$ cat src/seg_map.vh
// Constants for the SRAM error-correcting guard: widths, register indices, fields, codes
// Summary of operation
// - Every read of protected memory except a debug read runs the stored word through the error check.
// - A single-bit error returns corrected data to the requesting master.
// - The corrected word is written back, repairing the fault during that read.
// - Setting repair_disable suppresses the automatic corrected write-back.
// - A correctable single-bit error on a master read or a partial-write read sets single_err_flag; debug reads do not.
// - A double-bit error marks the returned word invalid.
// - After reset every memory word is written with zero and matching check bits.
// - During initialization memory accesses are held off and ready reads zero.
// - When initialization ends accesses are allowed and ready reads one.
// - Partial writes run as read-modify-write, only on initialized memory.
// - Unimplemented bits and reserved locations read as zero.
// - Registers decode at system-supplied base address plus their local offset.
`ifndef SEG_MAP_VH
`define SEG_MAP_VH

// ==========================================================
// Memory geometry and code
`define SEG_AW 12
`define SEG_DW 16
`define SEG_CW 6
`define SEG_HW 5
`define SEG_MW 22
`define SEG_LAST_WORD 12'hFFF
`define SEG_FULL_BE 2'h3
// Hamming column for data bits 15..0, five bits each
`define SEG_CODES 80'hAD27_28BD_CD62_D493_98A3

// ==========================================================
// Register bus decode
`define SEG_IDX_LSB 2
`define SEG_IDX_MSB 5
`define SEG_BASE_LSB 6
`define SEG_RESP_OKAY 2'h0
`define SEG_IDX_STATE 4'h0
`define SEG_IDX_IE 4'h1
`define SEG_IDX_IF 4'h2
`define SEG_IDX_PTRH 4'h7
`define SEG_IDX_PTRM 4'h8
`define SEG_IDX_PTRL 4'h9
`define SEG_IDX_DWH 4'hC
`define SEG_IDX_DWL 4'hD
`define SEG_IDX_CHK 4'hE
`define SEG_IDX_CMD 4'hF

// ==========================================================
// Register fields
`define SEG_CMD_RDIS 7
`define SEG_CMD_WR 1
`define SEG_CMD_RD 0
`define SEG_BIT0 0

`endif

$ cat src/seg_secded.v
// Single-error-correct, double-error-detect code for 16 data and 6 check bits
`include "seg_map.vh"
`default_nettype none

module seg_secded (
	// Word to encode or check
	input wire [`SEG_DW-1:0] data_in,
	input wire [`SEG_CW-1:0] chk_in,
	// Results
	output wire [`SEG_CW-1:0] chk_gen,
	output wire [`SEG_DW-1:0] data_fix,
	output wire single_err,
	output wire double_err
);
	localparam [`SEG_DW*`SEG_HW-1:0] CODES = `SEG_CODES;

	wire [`SEG_HW-1:0] acc [0:`SEG_DW];
	wire [`SEG_HW-1:0] syn;
	wire [`SEG_DW-1:0] flip;
	wire odd;

	assign acc[0] = {`SEG_HW{1'b0}};
	assign syn = chk_in[`SEG_HW-1:0] ^ acc[`SEG_DW];
	assign odd = ^{data_in, chk_in};

	genvar i;
	generate
		for (i = 0; i < `SEG_DW; i = i + 1) begin : g_bit
			assign acc[i+1] = acc[i] ^ ({`SEG_HW{data_in[i]}} & CODES[i*`SEG_HW +: `SEG_HW]);
			assign flip[i] = odd & (syn == CODES[i*`SEG_HW +: `SEG_HW]);
		end
	endgenerate

	// Top check bit makes the whole word even, which tells one flip from two
	assign chk_gen = {^{data_in, acc[`SEG_DW]}, acc[`SEG_DW]};
	assign single_err = odd;
	assign double_err = ~odd & (|syn);
	assign data_fix = data_in ^ flip;
endmodule

`default_nettype wire

$ cat src/seg_sram_ecc_guard.v
// SRAM error-correcting guard: master port, SRAM port, init sweep, AXI4-Lite registers
`include "seg_map.vh"
`default_nettype none

module seg_sram_ecc_guard (
	// Clock and reset
	input wire aclk,
	input wire aresetn,
	// Placement in the system map
	input wire [31:0] base_addr,
	// AXI4-Lite write address
	input wire [31:0] awaddr,
	input wire [2:0] awprot,
	input wire awvalid,
	output reg awready,
	// AXI4-Lite write data and response
	input wire [31:0] wdata,
	input wire [3:0] wstrb,
	input wire wvalid,
	output reg wready,
	output reg [1:0] bresp,
	output reg bvalid,
	input wire bready,
	// AXI4-Lite read
	input wire [31:0] araddr,
	input wire [2:0] arprot,
	input wire arvalid,
	output reg arready,
	output reg [31:0] rdata,
	output reg [1:0] rresp,
	output reg rvalid,
	input wire rready,
	// Bus master memory port
	input wire m_req,
	input wire m_we,
	input wire [`SEG_AW-1:0] m_addr,
	input wire [1:0] m_be,
	input wire [`SEG_DW-1:0] m_wdata,
	output reg m_ack,
	output reg m_rvalid,
	output reg [`SEG_DW-1:0] m_rdata,
	output reg m_rinvalid,
	// Synchronous SRAM, one cycle read latency
	output reg sram_en,
	output reg sram_we,
	output reg [`SEG_AW-1:0] sram_addr,
	output reg [`SEG_MW-1:0] sram_wdata,
	input wire [`SEG_MW-1:0] sram_rdata,
	// Interrupt
	output reg irq
);
	// ==========================================================
	// Local codes
	localparam [1:0] ST_INIT = 2'h0;
	localparam [1:0] ST_IDLE = 2'h1;
	localparam [1:0] ST_WAIT = 2'h2;
	localparam [1:0] ST_DATA = 2'h3;
	localparam [1:0] OP_MRD = 2'h0;
	localparam [1:0] OP_RMW = 2'h1;
	localparam [1:0] OP_DRD = 2'h2;

	// ==========================================================
	// State
	reg [1:0] state;
	reg [1:0] op;
	reg [`SEG_AW-1:0] init_addr;
	reg ready;
	reg [`SEG_AW-1:0] req_addr;
	reg [1:0] req_be;
	reg [`SEG_DW-1:0] req_wdata;

	// Software-visible registers
	reg single_err_irq_enable;
	reg single_err_flag;
	reg repair_disable;
	reg debug_write_cmd;
	reg debug_read_cmd;
	reg [22:0] debug_pointer;
	reg [`SEG_DW-1:0] debug_word;
	reg [`SEG_CW-1:0] debug_syndrome_bits;

	// ==========================================================
	// Code logic
	wire [`SEG_DW-1:0] dec_data;
	wire dec_single;
	wire dec_double;
	wire [`SEG_CW-1:0] enc_chk;
	reg [`SEG_DW-1:0] enc_in;
	wire [`SEG_DW-1:0] merged;

	// Check on every word coming back from the array
	seg_secded u_dec (
		.data_in(sram_rdata[`SEG_DW-1:0]),
		.chk_in(sram_rdata[`SEG_MW-1:`SEG_DW]),
		.chk_gen(),
		.data_fix(dec_data),
		.single_err(dec_single),
		.double_err(dec_double)
	);

	seg_secded u_enc (
		.data_in(enc_in),
		.chk_in({`SEG_CW{1'b0}}),
		.chk_gen(enc_chk),
		.data_fix(),
		.single_err(),
		.double_err()
	);

	// Unselected bytes come from the corrected old word, never the raw one
	assign merged = {req_be[1] ? req_wdata[15:8] : dec_data[15:8],
		req_be[0] ? req_wdata[7:0] : dec_data[7:0]};

	always @* begin
		case (state)
			ST_IDLE: enc_in = m_wdata;
			ST_DATA: enc_in = (op == OP_RMW) ? merged : dec_data;
			default: enc_in = {`SEG_DW{1'b0}};
		endcase
	end

	// Events shared between the sequencer and the register file
	wire in_data = (state == ST_DATA);
	wire sbe_set = in_data && (op != OP_DRD) && dec_single;
	wire dbg_wr_go = (state == ST_IDLE) && debug_write_cmd;
	wire dbg_rd_go = (state == ST_IDLE) && !debug_write_cmd && debug_read_cmd;
	wire dbg_rd_done = in_data && (op == OP_DRD);
	wire m_take = (state == ST_IDLE) && !debug_write_cmd && !debug_read_cmd && m_req && !m_ack;

	// ==========================================================
	// Access sequencer
	always @(posedge aclk) begin
		if (!aresetn) begin
			state <= ST_INIT;
			op <= OP_MRD;
			init_addr <= {`SEG_AW{1'b0}};
			ready <= 1'b0;
			req_addr <= {`SEG_AW{1'b0}};
			req_be <= 2'h0;
			req_wdata <= {`SEG_DW{1'b0}};
			m_ack <= 1'b0;
			m_rvalid <= 1'b0;
			m_rdata <= {`SEG_DW{1'b0}};
			m_rinvalid <= 1'b0;
			sram_en <= 1'b0;
			sram_we <= 1'b0;
			sram_addr <= {`SEG_AW{1'b0}};
			sram_wdata <= {`SEG_MW{1'b0}};
		end else begin
			sram_en <= 1'b0;
			sram_we <= 1'b0;
			m_ack <= 1'b0;
			m_rvalid <= 1'b0;
			m_rinvalid <= 1'b0;
			case (state)
				ST_INIT: begin
					// Zero sweep; no master is taken until it ends
					sram_en <= 1'b1;
					sram_we <= 1'b1;
					sram_addr <= init_addr;
					sram_wdata <= {enc_chk, {`SEG_DW{1'b0}}};
					init_addr <= init_addr + 1'b1;
					if (init_addr == `SEG_LAST_WORD) begin
						state <= ST_IDLE;
						ready <= 1'b1;
					end
				end
				ST_IDLE: begin
					if (dbg_wr_go) begin
						// Raw store lets software plant faults on purpose
						sram_en <= 1'b1;
						sram_we <= 1'b1;
						sram_addr <= debug_pointer[`SEG_AW-1:0];
						sram_wdata <= {debug_syndrome_bits, debug_word};
					end else if (dbg_rd_go) begin
						sram_en <= 1'b1;
						sram_addr <= debug_pointer[`SEG_AW-1:0];
						op <= OP_DRD;
						state <= ST_WAIT;
					end else if (m_take) begin
						m_ack <= 1'b1;
						req_addr <= m_addr;
						req_be <= m_be;
						req_wdata <= m_wdata;
						sram_en <= 1'b1;
						sram_addr <= m_addr;
						if (m_we && (m_be == `SEG_FULL_BE)) begin
							sram_we <= 1'b1;
							sram_wdata <= {enc_chk, m_wdata};
						end else if (m_we) begin
							op <= OP_RMW;
							state <= ST_WAIT;
						end else begin
							op <= OP_MRD;
							state <= ST_WAIT;
						end
					end
				end
				ST_WAIT: begin
					state <= ST_DATA;
				end
				ST_DATA: begin
					state <= ST_IDLE;
					case (op)
						OP_MRD: begin
							m_rvalid <= 1'b1;
							m_rdata <= dec_data;
							m_rinvalid <= dec_double;
							if (dec_single && !repair_disable) begin
								sram_en <= 1'b1;
								sram_we <= 1'b1;
								sram_addr <= req_addr;
								sram_wdata <= {enc_chk, dec_data};
							end
						end
						OP_RMW: begin
							// A double error leaves the word untouched so it stays detectable
							if (!dec_double) begin
								sram_en <= 1'b1;
								sram_we <= 1'b1;
								sram_addr <= req_addr;
								sram_wdata <= {enc_chk, merged};
							end
						end
						default: begin
						end
					endcase
				end
				default: begin
					state <= ST_INIT;
				end
			endcase
		end
	end

	// ==========================================================
	// AXI4-Lite decode
	wire aw_hit = (awaddr[31:`SEG_BASE_LSB] == base_addr[31:`SEG_BASE_LSB]);
	wire ar_hit = (araddr[31:`SEG_BASE_LSB] == base_addr[31:`SEG_BASE_LSB]);
	wire [3:0] widx = awaddr[`SEG_IDX_MSB:`SEG_IDX_LSB];
	wire [3:0] ridx = araddr[`SEG_IDX_MSB:`SEG_IDX_LSB];
	wire do_wr = awready && awvalid && wready && wvalid;
	wire wr_lane = do_wr && aw_hit && wstrb[0];
	wire [7:0] wb = wdata[7:0];
	wire clr_flag = wr_lane && (widx == `SEG_IDX_IF) && wb[`SEG_BIT0];
	wire cmd_wr = wr_lane && (widx == `SEG_IDX_CMD);
	reg [7:0] rd_byte;

	always @* begin
		rd_byte = 8'h00;
		if (ar_hit) begin
			case (ridx)
				`SEG_IDX_STATE: rd_byte = {7'h00, ready};
				`SEG_IDX_IE: rd_byte = {7'h00, single_err_irq_enable};
				`SEG_IDX_IF: rd_byte = {7'h00, single_err_flag};
				`SEG_IDX_PTRH: rd_byte = debug_pointer[22:15];
				`SEG_IDX_PTRM: rd_byte = debug_pointer[14:7];
				`SEG_IDX_PTRL: rd_byte = {debug_pointer[6:0], 1'b0};
				`SEG_IDX_DWH: rd_byte = debug_word[15:8];
				`SEG_IDX_DWL: rd_byte = debug_word[7:0];
				`SEG_IDX_CHK: rd_byte = {2'h0, debug_syndrome_bits};
				`SEG_IDX_CMD: rd_byte = {repair_disable, 5'h00, debug_write_cmd, debug_read_cmd};
				default: rd_byte = 8'h00;
			endcase
		end
	end

	// ==========================================================
	// Bus handshakes: address and data are taken together once both are offered
	always @(posedge aclk) begin
		if (!aresetn) begin
			awready <= 1'b0;
			wready <= 1'b0;
			bvalid <= 1'b0;
			bresp <= `SEG_RESP_OKAY;
			arready <= 1'b0;
			rvalid <= 1'b0;
			rresp <= `SEG_RESP_OKAY;
			rdata <= 32'h0000_0000;
		end else begin
			awready <= 1'b0;
			wready <= 1'b0;
			arready <= 1'b0;
			if (awvalid && wvalid && !awready && !bvalid) begin
				awready <= 1'b1;
				wready <= 1'b1;
			end
			if (do_wr) begin
				bvalid <= 1'b1;
				bresp <= `SEG_RESP_OKAY;
			end else if (bvalid && bready) begin
				bvalid <= 1'b0;
			end
			if (arvalid && !arready && !rvalid) begin
				arready <= 1'b1;
			end
			if (arready && arvalid) begin
				rvalid <= 1'b1;
				rresp <= `SEG_RESP_OKAY;
				rdata <= {24'h00_0000, rd_byte};
			end else if (rvalid && rready) begin
				rvalid <= 1'b0;
			end
		end
	end

	// ==========================================================
	// Register file
	always @(posedge aclk) begin
		if (!aresetn) begin
			single_err_irq_enable <= 1'b0;
			single_err_flag <= 1'b0;
			repair_disable <= 1'b0;
			debug_write_cmd <= 1'b0;
			debug_read_cmd <= 1'b0;
			debug_pointer <= 23'h00_0000;
			debug_word <= {`SEG_DW{1'b0}};
			debug_syndrome_bits <= {`SEG_CW{1'b0}};
			irq <= 1'b0;
		end else begin
			// A new error in the clearing cycle keeps the flag set
			single_err_flag <= sbe_set | (single_err_flag & ~clr_flag);
			irq <= single_err_flag & single_err_irq_enable;
			// Command bits self-clear when served; a fresh write wins over the clear
			debug_write_cmd <= (debug_write_cmd & ~dbg_wr_go) |
				(cmd_wr & wb[`SEG_CMD_WR]);
			debug_read_cmd <= (debug_read_cmd & ~dbg_rd_done) |
				(cmd_wr & wb[`SEG_CMD_RD]);
			if (cmd_wr) begin
				repair_disable <= wb[`SEG_CMD_RDIS];
			end
			if (wr_lane) begin
				case (widx)
					`SEG_IDX_IE: single_err_irq_enable <= wb[`SEG_BIT0];
					`SEG_IDX_PTRH: debug_pointer[22:15] <= wb;
					`SEG_IDX_PTRM: debug_pointer[14:7] <= wb;
					`SEG_IDX_PTRL: debug_pointer[6:0] <= wb[7:1];
					`SEG_IDX_DWH: debug_word[15:8] <= wb;
					`SEG_IDX_DWL: debug_word[7:0] <= wb;
					`SEG_IDX_CHK: debug_syndrome_bits <= wb[`SEG_CW-1:0];
					default: begin
					end
				endcase
			end
			// Raw load, no correction, so software sees exactly what is stored
			if (dbg_rd_done) begin
				debug_word <= sram_rdata[`SEG_DW-1:0];
				debug_syndrome_bits <= sram_rdata[`SEG_MW-1:`SEG_DW];
			end
		end
	end
endmodule

`default_nettype wire

$ cat config.mk
export PLATFORM = sky130hd
export DESIGN_NAME = seg_sram_ecc_guard
export DESIGN_NICKNAME = d
export VERILOG_FILES = /design/src/seg_secded.v /design/src/seg_sram_ecc_guard.v
export VERILOG_INCLUDE_DIRS = /design/src
export SDC_FILE = /design/constraint.sdc
export NUM_CORES = 1
export LEC_CHECK = 0
export ABC_AREA = 1
export BUFFER_PORTS_ARGS = -buffer_cell sky130_fd_sc_hd__buf_2
export CAP_MARGIN = 20
export CORE_MARGIN = 3
export CORE_UTILIZATION = 59
export CTS_BUF_LIST = sky130_fd_sc_hd__clkbuf_8
export CTS_CLUSTER_SIZE = 24
export DETAILED_ROUTE_END_ITERATION = 8
export PLACE_DENSITY_LB_ADDON = 0.1
export SLEW_MARGIN = 20
export SYNTH_ARGS = -nofsm -noshare
export SYNTH_HDL_FRONTEND = slang
export SYNTH_SLANG_ARGS = --single-unit
$ cat constraint.sdc
create_clock -name aclk -period 6.39 [get_ports aclk]
set_input_delay 0.3195 -clock aclk [delete_from_list [all_inputs] [get_ports aclk]]
set_output_delay 0.3195 -clock aclk [all_outputs]
set_load 0.005 [all_outputs]
### Word level (Yosys, flattened, before mapping)

Cells that the tools add are included.

* muxes and demuxes: 57
* bitwise operators: 65
* reduce and logical (&&, ||, !) cells: 66
* add/sub/neg operators: 1
* equality and inequality tests: 56

Operators by type and width (number)
* $mux W22: 6
* $pmux W8 S10: 1
* $xor A5 B4 Y5: 14
* $pmux W22 S3: 1
* $mux W12: 5
* $xor A5 B5 Y5: 11
* $eq A26 B26 Y1: 2
* $eq A4 B4 Y1 const B: 12
* $mux W16: 3
* $pmux W22 S2: 1
* $mux W8: 5
* $pmux W12 S3: 1
* $eq A5 B4 Y1 const B: 7
* $pmux W16 S2: 1
* $logic_and A1 B1 Y1: 27
* $eq A5 B5 Y1 const B: 5
* $pmux W12 S2: 1
* $and A1 B1 Y1: 23
* $reduce_xor A22 Y1: 1
* $reduce_xor A21 Y1: 1
* $reduce_and A2 Y1: 10
* $xor A5 B3 Y5: 4
* $mux W6: 3
* $ne A3 B3 Y1 const B: 6
* 33 further kinds: 94

* register bits: 165
* logic and storage cells: 277

### Depth between registers and ports, before layout

Gate-level depths: netlist of the first run.

* depth in word-level cells: 43
* gate-level depth with buffers: 37
* depth with buffers taken out: 36

### Cells and area by module

Synthesis of the first run repeated with hierarchy kept, for this count alone.

* cells, all modules: 2110
* area total of the unflattened synthesis: 12449.4 um^2

By module, submodules not included
* seg_sram_ecc_guard: times used 1, area an instance 9196.3 um^2, cells each 1418
* seg_secded: times used 2, area an instance 1626.6 um^2, cells each 346

### Worst setup path after synthesis of the first run

OpenSTA, ideal clock, no wires.

* path kind: input port to flip-flop
* from: in sram_rdata[10]
* to: reg sram_wdata[21]
* library setup time: 0.131 ns
* required time: 6.259 ns
* data arrival time: 2.742 ns
* slack: 3.517 ns
* path buffers: 2
* stages: 34
* cell sequence: buf_2 inv_2 nand2_1 nand2_1 nand2_1 nand3_1 nand2_1 nand2_1 nand2_1 nand2_2 nand2_4 inv_4 buf_6 nand2_1 nand2_1 nand3_1 nand2_1 nand2_2 inv_2 nand3_1 nand3_1 nand2_1 nand2_1 inv_2 nor2_2 nand2_1 nand2_1 nand2_1 nand2_1 nand2_1 nand3_1 nand2_1 nand2_1 a21oi_2

* cells in the longest elaborated chain, start to end: 34
* elaborated cells on any way between the ends: 76
* those cells by class: 18 x eq/ne; 12 x mux; 41 x bitwise; 5 x reduce/logical

Ends and longest elaborated chain
* start, declared: RTL line seg_sram_ecc_guard.v:48 `` input wire [`SEG_MW-1:0] sram_rdata, ``
* $xor A5 B4 Y5: RTL line seg_secded.v:29 `` assign acc[i+1] = acc[i] ^ ({`SEG_HW{data_in[i]}} & CODES[i*`SEG_HW +: `SEG_HW]); ``
* $xor A5 B5 Y5 (5 in a row): RTL line seg_secded.v:29
* $xor A5 B5 Y5: RTL line seg_secded.v:23 `` assign syn = chk_in[`SEG_HW-1:0] ^ acc[`SEG_DW]; ``
* $eq A5 B2 Y1 / $eq A5 B3 Y1 (equally long branches): RTL line seg_secded.v:30 `` assign flip[i] = odd & (syn == CODES[i*`SEG_HW +: `SEG_HW]); ``
* $and A1 B1 Y1: RTL line seg_secded.v:30
* $xor A16 B16 Y16: RTL line seg_secded.v:38 `assign data_fix = data_in ^ flip;`
* $mux W8: RTL line seg_sram_ecc_guard.v:112 `req_be[0] ? req_wdata[7:0] : dec_data[7:0]};`
* $mux W16: RTL line seg_sram_ecc_guard.v:117 `ST_DATA: enc_in = (op == OP_RMW) ? merged : dec_data;`
* [4 not listed]
* $xor A5 B4 Y5 (7 in a row): RTL line seg_secded.v:29
* $xor A5 B5 Y5 (5 in a row): RTL line seg_secded.v:29
* $reduce_xor A21 Y1: RTL line seg_secded.v:35 `` assign chk_gen = {^{data_in, acc[`SEG_DW]}, acc[`SEG_DW]}; ``
* $mux W22: RTL line seg_sram_ecc_guard.v:187 `` if (m_we && (m_be == `SEG_FULL_BE)) begin ``
* $mux W22: RTL line seg_sram_ecc_guard.v:180 `end else if (m_take) begin`
* $mux W22: RTL line seg_sram_ecc_guard.v:175 `end else if (dbg_rd_go) begin`
* $mux W22: RTL line seg_sram_ecc_guard.v:169 `if (dbg_wr_go) begin`
* $pmux W22 S3: RTL line seg_sram_ecc_guard.v:155 `case (state)`
* end signal, assigned: RTL line seg_sram_ecc_guard.v:161 `` sram_wdata <= {enc_chk, {`SEG_DW{1'b0}}}; ``
* end signal, assigned: RTL line seg_sram_ecc_guard.v:174 `sram_wdata <= {debug_syndrome_bits, debug_word};`
* end signal, assigned: RTL line seg_sram_ecc_guard.v:189 `sram_wdata <= {enc_chk, m_wdata};`
* end, declared: RTL line seg_sram_ecc_guard.v:47 `` output reg [`SEG_MW-1:0] sram_wdata, ``

Several ways; a longest one is shown, not always the timed one. The select of a mux whose other input is x is not followed.
A chain may end at the register's enable or synchronous reset.

### Worst setup path in the final report of the first run

* from: reg state[1]
* to: reg sram_wdata[10]

* cells in the longest elaborated chain, start to end: 7
* elaborated cells on any way between the ends: 19
* those cells by class: 8 x eq/ne; 2 x mux; 9 x reduce/logical

Ends and longest elaborated chain
* start, declared: RTL line seg_sram_ecc_guard.v:64 `reg [1:0] state;`
* start signal, assigned: RTL line seg_sram_ecc_guard.v:134 `state <= ST_INIT;`
* start signal, assigned: RTL line seg_sram_ecc_guard.v:164 `state <= ST_IDLE;`
* start signal, assigned: RTL line seg_sram_ecc_guard.v:179 `state <= ST_WAIT;`
* $eq A2 B1 Y1
* $logic_and A1 B1 Y1: RTL line seg_sram_ecc_guard.v:126, seg_sram_ecc_guard.v:128
* $logic_and A1 B1 Y1 (3 in a row): RTL line seg_sram_ecc_guard.v:128 `wire m_take = (state == ST_IDLE) && !debug_write_cmd && !debug_read_cmd && m_req && !m_ack;`
* $ne A3 B3 Y1 (no source line)
* $reduce_and A7 Y1 (no source line)
* end signal, assigned: RTL line seg_sram_ecc_guard.v:148 `` sram_wdata <= {`SEG_MW{1'b0}}; ``
* end signal, assigned: RTL line seg_sram_ecc_guard.v:161
* end signal, assigned: RTL line seg_sram_ecc_guard.v:174

Several ways; a longest one is shown, not always the timed one.

==> flow_results.xml, run 1 <==
<?xml version="1.0" encoding="UTF-8"?>
<metrics>
  <group name="yosys">
    <metric name="synth-main-ff-cell" unit="">dfxtp_1</metric>
    <metric name="synth.yosys.seq_area_share" unit="%">30.8</metric>
    <metric name="synth-warning-count" unit="">0</metric>
    <metric name="synth.top_cell.area_share" unit="%">30.8</metric>
    <metric name="synth_area_leader_cell" unit="">dfxtp_1</metric>
    <metric name="netlist-cell-type-count" unit="">49</metric>
    <metric name="synth_edf_count" unit="">0</metric>
    <metric name="synthArstFlopShare" unit="%">0</metric>
    <metric name="ys_ff_latch" unit="">165</metric>
    <metric name="avgSynthCellArea" unit="sq um">6.17</metric>
    <metric name="synthesis.area" unit="sq um">10700</metric>
    <metric name="ys_top_cells_by_area" unit="">dfxtp_1 (31%), nand2_1 (18%), nor2_1 (6.9%)</metric>
    <metric name="number_of_instances_in_the_synthesized_netlist" unit="">1740</metric>
  </group>
  <group name="clocking">
    <metric name="cts-buffers-inserted" unit="">17</metric>
    <metric name="cts_setup_buffers" unit="">0</metric>
    <metric name="clock_path_buffers" unit="">2</metric>
    <metric name="tritoncts_num_sinks" unit="">165</metric>
    <metric name="htree_levels" unit="">4</metric>
    <metric name="tritoncts" unit="">yes</metric>
    <metric name="cts_hold_bufs" unit="">0</metric>
    <metric name="cts_root_buffer" unit="">clkbuf_8</metric>
    <metric name="insertion_delay" unit="ps">480</metric>
    <metric name="cts_repair_resize_count" unit="">0</metric>
    <metric name="worst_setup_hold_path_clk_slew" unit="ps">90</metric>
  </group>
  <group name="critical_path">
    <metric name="timing.rr.start" unit="">state[1]</metric>
    <metric name="crit_path_start" unit="">state[1]</metric>
    <metric name="r2r_setup_slack" unit="ps">1960</metric>
    <metric name="endpoint_kind" unit="">flip-flop</metric>
    <metric name="cp_data_arrival_time" unit="ps">4830</metric>
    <metric name="timing.rr.end" unit="">sram_wdata[10]</metric>
    <metric name="endpoint_required_time_on_the_critical_path" unit="ps">6790</metric>
    <metric name="max_stage_delay" unit="ps">860</metric>
    <metric name="startpoint_type" unit="">flip-flop</metric>
    <metric name="crit_path_cell_trace" unit="">inv_1 &gt; ha_1 &gt; inv_1 &gt; nor2_1 &gt; buf_4 &gt; inv_1 &gt; nor2_1 &gt; nand2_1 &gt; or2_2 &gt; nand2_1 &gt; nand4_1 &gt; nor2_1 &gt; nand2_1 &gt; a21oi_1</metric>
    <metric name="cp_max_fo" unit="">23</metric>
    <metric name="number_of_cells_on_the_worst_reg_to_reg_path" unit="">14</metric>
    <metric name="criticalPathCategory" unit="">flip-flop to flip-flop</metric>
    <metric name="cpMaxStageDelayCell" unit="">nor2_1</metric>
    <metric name="worst_setup_path_endpoint" unit="">sram_wdata[10]</metric>
  </group>
  <group name="layout">
    <metric name="fin_util" unit="%">69.6</metric>
    <metric name="layout_commonest_cell" unit="">nand2_1</metric>
    <metric name="post_route_cells_drive_above_1_share" unit="%">18.2</metric>
    <metric name="fin_nets" unit="">2140</metric>
    <metric name="commonest_cells_after_routing_fill_and_taps_aside" unit="">nand2_1 (522), buf_2 (224), nor2_1 (197)</metric>
    <metric name="areaGrowthSynthToFinish" unit="%">13.8</metric>
  </group>
  <group name="detailed_routing">
    <metric name="wl" unit="microns">35800</metric>
    <metric name="ant_nets" unit="">0</metric>
    <metric name="firstDrtPassIters" unit="">6</metric>
    <metric name="drt_drc_violations_left" unit="">0</metric>
    <metric name="routedWlPerCell" unit="microns">16.5</metric>
    <metric name="via_per_inst" unit="">5.63</metric>
    <metric name="detailroute.via_count" unit="">12248</metric>
    <metric name="drt_iter0_drc" unit="">1328</metric>
  </group>
  <group name="timing">
    <metric name="finalSetupTns" unit="ps">0</metric>
    <metric name="finalHoldViolCount" unit="">0</metric>
    <metric name="setup_repair_after_global_routing_missed_its_margin" unit="">no</metric>
    <metric name="min_period_over_period" unit="%">69.4</metric>
    <metric name="finalMaxSlewViolations" unit="">0</metric>
    <metric name="hold_slack" unit="ps">70.7</metric>
    <metric name="max_slew.worst_pin.slew" unit="ps">1010</metric>
    <metric name="max-slew-margin-rel" unit="%">32.0</metric>
    <metric name="post-route-min-period" unit="ps">4430</metric>
    <metric name="fin_skew" unit="ps">12.2</metric>
    <metric name="f_max" unit="MHz">226</metric>
    <metric name="setup_viol" unit="">0</metric>
  </group>
  <group name="floorplan">
    <metric name="floorplan.core_area" unit="sq um">17500</metric>
    <metric name="die_h" unit="microns">141</metric>
    <metric name="initial_utilization" unit="%">61.2</metric>
    <metric name="floorplan.rows" unit="">48</metric>
    <metric name="die_width" unit="microns">141</metric>
    <metric name="top_level_ports" unit="">296</metric>
    <metric name="design.die.area" unit="sq um">19800</metric>
  </group>
  <group name="grt">
    <metric name="antenna_found_initial" unit="">1</metric>
    <metric name="grt_overflow" unit="">0</metric>
    <metric name="track_usage" unit="%">34.9</metric>
    <metric name="maximum_number_of_pins_on_one_net_before_global_route_repair" unit="">95</metric>
    <metric name="grt_pass1_vias" unit="">10824</metric>
    <metric name="grt_first_pass_wirelength" unit="microns">55500</metric>
  </group>
  <group name="place">
    <metric name="finalWeightedCongestion" unit="">0.975</metric>
    <metric name="port_buffers" unit="">224</metric>
    <metric name="post_detail_place_hpwl" unit="microns">27900</metric>
  </group>
  <group name="power">
    <metric name="power.density_cell_area" unit="nW/um^2">287</metric>
    <metric name="static-leakage-power" unit="nW">5.94</metric>
    <metric name="maximum_vdd_drop" unit="uV">341</metric>
  </group>
  <group name="flow_run">
    <metric name="maxCapViolCount" unit="">0</metric>
  </group>
  <group name="worst_hold_path">
    <metric name="min_delay_path_depth" unit="">3</metric>
    <metric name="timing.hold.worst.class" unit="">input port to flip-flop</metric>
  </group>
  <group name="outcome">
    <metric name="run_status" unit="">complete, no violations</metric>
  </group>
</metrics>
flip-flops by register name, indices dropped and copies added, names as in the netlist, 2 cells and up:
name	flops
sram_wdata	22
debug_word	16
init_addr	12
debug_syndrome_bits	6
rdata	8
debug_pointer	23
req_wdata	16
req_addr	12
m_rdata	16
sram_addr	12
state	2
op	2
req_be	2
worst min-delay path by stage:
stage | from | end | slack (ps)
after floorplan | single_err_irq_enable | irq | 410
after global placement | single_err_irq_enable | irq | 420
after detailed placement | single_err_irq_enable | irq | 420
after CTS | awvalid | wready | 60
after global routing | awvalid | wready | 70
final | awvalid | wready | 70
per-stage QoR:
step / power, W / cells / instance area (sq um) / setup WS [ps]
4_1_cts: 0.00348 / 2172 / 12200 / 2040
3_5_place_dp: 0.00281 / 2141 / 11900 / 2090
6_report: 0.00350 / 2174 / 12200 / 1960
3_3_place_gp: 0.00276 / 2141 / 11900 / 2270
2_1_floorplan: 0.00238 / 1767 / 10800 / 3520
5_1_grt: 0.00376 / 2172 / 12200 / 1540
power by group:
group	switching, W	internal (W)
Combinational	0.00107	0.000527
Clock	0.000415	0.000269
Sequential	0.0000712	0.00115
Total	0.00156	0.00195
synth_stat cells, types with 6 or more instances:
library cell and count:
nor2_1 198, ha_1 6, nor2_2 8, o21ai_0 101, o211ai_1 14, inv_1 144
a211oi_1 11, nand3_1 136, nand2_1 522, a31oi_1 10, clkbuf_1 49, xnor2_1 17
nor3_1 18, a22oi_1 26, nand4_1 20, dfxtp_1 165, nand3_2 6, buf_4 30
nor4_1 7, a21oi_1 113, nand2_2 26, o22ai_1 12, or2_2 6, xor2_1 22
inv_2 22
area by class of cell:
cell class / instances / area, sq um
fill: 1624 / 5320
sequential: 165 / 3300
clock inverter: 14 / 105
clock buffer: 17 / 234
timing repair buffer: 234 / 1200
multi-input combinational: 1348 / 6450
inverter: 169 / 637
tap: 225 / 282
antenna: 2 / 5.00
worst max-delay path, delay by kind of cell (launching register included):
kind / cells / cell delay [ps]
flip-flops: 1 / 340
AND/OR/NAND/NOR: 8 / 2220
AO/OA/AOI/OAI: 1 / 180
buffers and inverters: 4 / 950
adder cells (fa/ha/maj): 1 / 660
routing by layer:
metal | track usage (%) | wire [microns] | share of wire [%]
met1 | 46.4 | 14500 | 40
met2 | 57.3 | 16500 | 46
met3 | 7.26 | 3880 | 11
met4 | 10.2 | 904 | 2.5
met5 | 0 | 20 | 0.056
cells by family after synthesis:
kind of cell	Yosys count	synth area share, %
buffers and inverters	254	10.1
AO/OA/AOI/OAI	311	16.6
adder cells (fa/ha/maj)	6	0.700
other	1	0.0349
XOR/XNOR	41	3.49
flip-flops	165	30.8
AND/OR/NAND/NOR	962	38.2
(Power assumes the default switching activity.)
==> inputs of run 2 (changes only) <==
CORE_UTILIZATION = 55   (was 59)
clock period = 4.4 ns   (was 6.39 ns; I/O delays follow)
==> flow_results.xml, run 2 (synthesized netlist as in run 1, its figures left out) <==
<?xml version="1.0" encoding="UTF-8"?>
<metrics>
  <group name="floorplan">
    <metric name="initial_utilization" unit="%">56.6</metric>
    <metric name="die_width" unit="microns">146</metric>
    <metric name="top_level_ports" unit="">296</metric>
    <metric name="die_h" unit="microns">146</metric>
    <metric name="design.die.area" unit="sq um">21200</metric>
    <metric name="floorplan.core_area" unit="sq um">19000</metric>
    <metric name="floorplan.rows" unit="">50</metric>
  </group>
  <group name="clocking">
    <metric name="cts-buffers-inserted" unit="">17</metric>
    <metric name="tritoncts" unit="">yes</metric>
    <metric name="cts_setup_buffers" unit="">0</metric>
    <metric name="worst_setup_hold_path_clk_slew" unit="ps">100</metric>
    <metric name="htree_levels" unit="">4</metric>
    <metric name="insertion_delay" unit="ps">470</metric>
    <metric name="cts_repair_resize_count" unit="">0</metric>
    <metric name="cts_root_buffer" unit="">clkbuf_8</metric>
    <metric name="cts_hold_bufs" unit="">8</metric>
    <metric name="clock_path_buffers" unit="">2</metric>
    <metric name="tritoncts_num_sinks" unit="">165</metric>
  </group>
  <group name="power">
    <metric name="maximum_vdd_drop" unit="uV">278</metric>
    <metric name="power.density_cell_area" unit="nW/um^2">423</metric>
    <metric name="static-leakage-power" unit="nW">6.06</metric>
  </group>
  <group name="layout">
    <metric name="reg.largest.list" unit="">debug_pointer (23), sram_wdata (22)</metric>
    <metric name="fin_area" unit="sq um">12500</metric>
    <metric name="n_fill_cell" unit="">1820</metric>
    <metric name="largest_register_ffs" unit="">23</metric>
    <metric name="commonest_cells_after_routing_fill_and_taps_aside" unit="">nand2_1 (522), buf_2 (224), nor2_1 (197)</metric>
    <metric name="layout_commonest_cell" unit="">nand2_1</metric>
    <metric name="areaGrowthSynthToFinish" unit="%">16.0</metric>
    <metric name="finalNonFillerCells" unit="">2222</metric>
    <metric name="insertedDiodeCount" unit="">0</metric>
    <metric name="post_route_cells_drive_above_1_share" unit="%">18.3</metric>
    <metric name="largest-register" unit="">debug_pointer</metric>
    <metric name="fin_nets" unit="">2154</metric>
  </group>
  <group name="outcome">
    <metric name="run_status" unit="">complete, no violations</metric>
  </group>
  <group name="timing">
    <metric name="finalSetupTns" unit="ps">0</metric>
    <metric name="finalMaxSlewViolations" unit="">0</metric>
    <metric name="max_slew.worst_pin.slew" unit="ps">1120</metric>
    <metric name="setup_repair_after_global_routing_missed_its_margin" unit="">no</metric>
    <metric name="post-route-min-period" unit="ps">3380</metric>
    <metric name="finalHoldViolCount" unit="">0</metric>
    <metric name="min_period_over_period" unit="%">76.9</metric>
    <metric name="setup_viol" unit="">0</metric>
    <metric name="max-slew-margin-rel" unit="%">25.0</metric>
    <metric name="fin_skew" unit="ps">14.5</metric>
    <metric name="f_max" unit="MHz">296</metric>
  </group>
  <group name="place">
    <metric name="post_dp_cell_area" unit="sq um">12000</metric>
    <metric name="finalWeightedCongestion" unit="">0.952</metric>
    <metric name="placedCellCount" unit="">2182</metric>
    <metric name="port_buffers" unit="">224</metric>
    <metric name="post_detail_place_hpwl" unit="microns">28200</metric>
  </group>
  <group name="detailed_routing">
    <metric name="drt_iter0_drc" unit="">1198</metric>
    <metric name="routedWlPerCell" unit="microns">16.2</metric>
    <metric name="drt_drc_violations_left" unit="">0</metric>
    <metric name="ant_nets" unit="">0</metric>
    <metric name="detailroute.via_count" unit="">12057</metric>
    <metric name="firstDrtPassIters" unit="">7</metric>
    <metric name="wl" unit="microns">35900</metric>
    <metric name="via_per_inst" unit="">5.43</metric>
  </group>
  <group name="grt">
    <metric name="grt_first_pass_wirelength" unit="microns">56300</metric>
    <metric name="antenna_found_initial" unit="">0</metric>
    <metric name="grt_overflow" unit="">0</metric>
    <metric name="track_usage" unit="%">32.7</metric>
    <metric name="maximum_number_of_pins_on_one_net_before_global_route_repair" unit="">95</metric>
    <metric name="grt_pass1_vias" unit="">10836</metric>
  </group>
  <group name="critical_path">
    <metric name="crit_path_cell_trace" unit="">inv_1 &gt; nor2_1 &gt; nand2_1 &gt; nand3_1 &gt; nand2_1 &gt; nand2_1 &gt; inv_2 &gt; nand2_1 &gt; nand2_1 &gt; nand3_1 &gt; nand3_1 &gt; nand2_2 &gt; nand2_2 &gt; nand2_2 &gt; inv_1 &gt; nand2_1 &gt; nand2_1 &gt; nand2_1 &gt; nand3_1 &gt; nand2_1 &gt; nand2_1 &gt; a21oi_2</metric>
    <metric name="endpoint_kind" unit="">flip-flop</metric>
    <metric name="max_stage_delay" unit="ps">550</metric>
    <metric name="timing.critical_path.max_delay_family" unit="">simple AND/OR/NAND/NOR gates</metric>
    <metric name="criticalPathCategory" unit="">flip-flop to flip-flop</metric>
    <metric name="cpMaxStageDelayCell" unit="">nand2_1</metric>
    <metric name="startpoint_type" unit="">flip-flop</metric>
    <metric name="path_common_cell" unit="">nand2_1</metric>
    <metric name="cp_max_fo" unit="">16</metric>
    <metric name="path_buf_inv" unit="">3</metric>
    <metric name="cp_data_arrival_time" unit="ps">3780</metric>
    <metric name="endpoint_required_time_on_the_critical_path" unit="ps">4800</metric>
  </group>
  <group name="worst_hold_path">
    <metric name="timing.hold.worst.class" unit="">input port to flip-flop</metric>
  </group>
  <group name="flow_run">
    <metric name="maxCapViolCount" unit="">0</metric>
  </group>
</metrics>
## run 2: cell count changes in the layout (fill, tap and decap cells not counted), moves of 2 or more
| cell | previous run | this run |
|---|---|---|
| clkbuf_8 | 17 | 20 |
| diode_2 | 2 | 0 |
| inv_8 | 0 | 2 |
| buf_4 | 10 | 16 |
| clkinv_4 | 2 | 4 |
| clkinvlp_4 | 5 | 1 |
| inv_6 | 4 | 1 |
| bufinv_16 | 0 | 2 |
| dlygate4sd3_1 | 0 | 8 |
## run 2: worst paths after layout
| path | startpoint | to | slack [ps] | cells past startpoint |
|---|---|---|---|---|
| setup / recovery | op[0] | sram_wdata[21] | 1020 | 22 |
| hold / removal | m_be[1] | req_be[1] | 20 | 3 |
| setup reg to reg | op[0] | sram_wdata[21] | 1020 | 22 |
| hold reg to reg | single_err_irq_enable | irq | 440 | 2 |
## run 2: area by class of cell
class | instances | area [sq um] | area share (%)
clock inverters | 12 | 144 | 1.16
multi-input cells | 1348 | 6440 | 51.8
inverters | 169 | 637 | 5.12
flip-flops and latches | 165 | 3300 | 26.5
clock buffers | 20 | 275 | 2.21
well taps | 260 | 325 | 2.61
repair buffers | 248 | 1320 | 10.6
## run 2: metrics by stage
stage / hold WS [ps] / total power (W) / setup WS, ps / utilization [%]
after floorplan: 339 / 0.00346 / 1630 / -
after global placement: 415 / 0.00405 / 905 / 63.0
after detailed placement: 421 / 0.00409 / 799 / 63.0
after CTS: 0.863 / 0.00524 / 1140 / 65.7
after global routing: 26.6 / 0.00565 / 698 / 65.7
final: 18.6 / 0.00526 / 1020 / 65.7
## run 2: power by group
group          switching, W  leakage (nW)  internal [W]
Clock              0.000603         0.213      0.000560
Sequential        0.0000995          1.34       0.00167
Combinational       0.00155          4.51      0.000780
Total               0.00225          6.06       0.00301
## run 2: layer usage
metal	share of wire (%)	wire length (microns)	up-vias	GRT usage, %
met2	45	16300	591	52.6
met4	2.4	851	0	9.73
met5	0	0	-	0
met3	11	3820	59	8.47
li1	-	-	6047	-
met1	42	15000	5360	43.3
## run 2: worst register-to-register path: stages, from the launching register on
cell and delay [ps]:
dfxtp_1 390, inv_1 70, nor2_1 320, nand2_1 550, nand3_1 440, nand2_1 120, nand2_1 150, inv_2 60
nand2_1 60, nand2_1 100, nand3_1 140, nand3_1 130, nand2_2 150, nand2_2 60, nand2_2 60, inv_1 40
nand2_1 50, nand2_1 50, nand2_1 60, nand3_1 70, nand2_1 70, nand2_1 60, a21oi_2 120
==> inputs of run 3 (changes only) <==
clock period = 3.4 ns   (was 4.4 ns; I/O delays follow)
==> flow_results.xml, run 3 (synthesized netlist as in run 1, its figures left out) <==
<?xml version="1.0" encoding="UTF-8"?>
<metrics>
  <group name="layout">
    <metric name="post_route_cells_drive_above_1_share" unit="%">18.6</metric>
    <metric name="reg.largest.list" unit="">debug_pointer (23), sram_wdata (22)</metric>
    <metric name="n_fill_cell" unit="">1829</metric>
    <metric name="largest_register_ffs" unit="">23</metric>
    <metric name="layout_commonest_cell" unit="">nand2_1</metric>
    <metric name="fin_nets" unit="">2190</metric>
    <metric name="areaGrowthSynthToFinish" unit="%">17.9</metric>
    <metric name="area_of_all_sequential_standard_cells" unit="sq um">3300</metric>
    <metric name="largest-register" unit="">debug_pointer</metric>
    <metric name="multi_input_area" unit="sq um">6440</metric>
    <metric name="insertedDiodeCount" unit="">0</metric>
    <metric name="commonest_cells_after_routing_fill_and_taps_aside" unit="">nand2_1 (522), buf_2 (224), nor2_1 (197)</metric>
  </group>
  <group name="timing">
    <metric name="finalMaxSlewViolations" unit="">0</metric>
    <metric name="fin_skew" unit="ps">9.49</metric>
    <metric name="max-slew-margin-rel" unit="%">26.4</metric>
    <metric name="post-route-min-period" unit="ps">3010</metric>
    <metric name="setup_viol" unit="">0</metric>
    <metric name="hold_slack" unit="ps">15.8</metric>
    <metric name="f_max" unit="MHz">333</metric>
    <metric name="min_period_over_period" unit="%">88.4</metric>
    <metric name="finalSetupTns" unit="ps">0</metric>
    <metric name="max_slew.worst_pin.slew" unit="ps">1100</metric>
    <metric name="finalHoldViolCount" unit="">0</metric>
    <metric name="setup_repair_after_global_routing_missed_its_margin" unit="">no</metric>
  </group>
  <group name="floorplan">
    <metric name="floorplan.rows" unit="">50</metric>
    <metric name="top_level_ports" unit="">296</metric>
    <metric name="die_width" unit="microns">146</metric>
    <metric name="design.die.area" unit="sq um">21200</metric>
    <metric name="floorplan.core_area" unit="sq um">19000</metric>
    <metric name="initial_utilization" unit="%">56.6</metric>
    <metric name="die_h" unit="microns">146</metric>
  </group>
  <group name="grt">
    <metric name="grt_overflow" unit="">0</metric>
    <metric name="antenna_found_initial" unit="">0</metric>
    <metric name="grt_first_pass_wirelength" unit="microns">56900</metric>
    <metric name="track_usage" unit="%">33.0</metric>
    <metric name="grt_pass1_vias" unit="">11219</metric>
    <metric name="maximum_number_of_pins_on_one_net_before_global_route_repair" unit="">94</metric>
  </group>
  <group name="critical_path">
    <metric name="endpoint_required_time_on_the_critical_path" unit="ps">3820</metric>
    <metric name="cpMaxStageDelayCell" unit="">a21boi_1</metric>
    <metric name="cp_data_arrival_time" unit="ps">3420</metric>
    <metric name="crit_path_start" unit="">sram_rdata[3]</metric>
    <metric name="path_common_cell" unit="">nand2_1</metric>
    <metric name="cp_max_fo" unit="">7</metric>
    <metric name="startpoint_type" unit="">input port</metric>
    <metric name="endpoint_kind" unit="">flip-flop</metric>
    <metric name="max_stage_delay" unit="ps">340</metric>
    <metric name="timing.rr.start" unit="">state[0]</metric>
    <metric name="criticalPathCategory" unit="">input port to flip-flop</metric>
  </group>
  <group name="clocking">
    <metric name="cts_setup_buffers" unit="">0</metric>
    <metric name="htree_levels" unit="">4</metric>
    <metric name="clock_path_buffers" unit="">2</metric>
    <metric name="cts_root_buffer" unit="">clkbuf_8</metric>
    <metric name="insertion_delay" unit="ps">480</metric>
    <metric name="worst_setup_hold_path_clk_slew" unit="ps">80</metric>
    <metric name="cts_hold_bufs" unit="">28</metric>
    <metric name="cts-buffers-inserted" unit="">17</metric>
    <metric name="cts_repair_resize_count" unit="">0</metric>
    <metric name="tritoncts_num_sinks" unit="">165</metric>
    <metric name="tritoncts" unit="">yes</metric>
  </group>
  <group name="detailed_routing">
    <metric name="routedWlPerCell" unit="microns">16.1</metric>
    <metric name="detailroute.via_count" unit="">12299</metric>
    <metric name="firstDrtPassIters" unit="">6</metric>
    <metric name="drt_iter0_drc" unit="">1326</metric>
    <metric name="ant_nets" unit="">0</metric>
    <metric name="wl" unit="microns">36300</metric>
    <metric name="drt_drc_violations_left" unit="">0</metric>
    <metric name="via_per_inst" unit="">5.46</metric>
  </group>
  <group name="power">
    <metric name="power.density_cell_area" unit="nW/um^2">525</metric>
    <metric name="maximum_vdd_drop" unit="uV">327</metric>
    <metric name="p_total" unit="W">0.00665</metric>
    <metric name="static-leakage-power" unit="nW">6.16</metric>
  </group>
  <group name="worst_hold_path">
    <metric name="timing.hold.worst.class" unit="">input port to flip-flop</metric>
    <metric name="hp-start" unit="">awaddr[5]</metric>
  </group>
  <group name="place">
    <metric name="finalWeightedCongestion" unit="">0.962</metric>
    <metric name="port_buffers" unit="">224</metric>
    <metric name="post_detail_place_hpwl" unit="microns">28000</metric>
  </group>
  <group name="flow_run">
    <metric name="maxCapViolCount" unit="">0</metric>
  </group>
  <group name="outcome">
    <metric name="run_status" unit="">complete, no violations</metric>
  </group>
</metrics>
## run 3: cell types whose count changed in the layout (fill, tap and decap cells not counted), moves of 3 or more
cell / delta
dlygate4sd3_1: +20
clkbuf_8: -3
clkinv_4: -3
buf_4: +16
## run 3: worst paths after layout
path                                         endpoint  slack [ps]  cells past startpoint
worst max-delay path                   sram_wdata[21]         390                     31
worst min-delay path            single_err_irq_enable          20                      4
worst max register to register         sram_wdata[21]         410                     21
worst min register to register                arready         440                      1
## run 3: cell type report
| cell class | count | area share, % |
|---|---|---|
| Multi-Input combinational cell | 1348 | 50.9 |
| Inverter | 169 | 5.03 |
| Clock inverter | 11 | 0.534 |
| Clock buffer | 17 | 1.85 |
| Timing Repair Buffer | 284 | 13.0 |
| Sequential cell | 165 | 26.1 |
| Tap cell | 260 | 2.57 |
## run 3: worst max-delay path: cells and delay by family
kind / cells / cell delay [ps]
simple gates: 24 / 2240
compound gates: 3 / 610
buf+inv: 4 / 400
## run 3: per-layer routing
layer  track usage, %  up-vias  part of all wire (%)
met5                0        -                     0
met4             12.3        0                   3.4
met3             7.69       87                   9.3
met2             52.7      601                    45
met1             43.8     5504                    43
li1                 -     6107                     -
## run 3: metrics by stage
step | std cells | instance area (sq um) | setup slack [ps] | utilization (%)
floorplan | 1767 | 10800 | 677 | -
global placement | 2198 | 12100 | 82.6 | 63.7
detailed placement | 2198 | 12100 | 5.00 | 63.7
CTS | 2254 | 12700 | 453 | 66.8
global route | 2254 | 12700 | 60.8 | 66.8
finish | 2254 | 12700 | 394 | 66.8
## run 3: power by group
| group | total, W | switching [W] | internal [W] |
|---|---|---|---|
| sequential | 0.00229 | 0.000129 | 0.00216 |
| clock | 0.00121 | 0.000732 | 0.000478 |
| combinational | 0.00315 | 0.00205 | 0.00110 |
| total | 0.00665 | 0.00291 | 0.00374 |
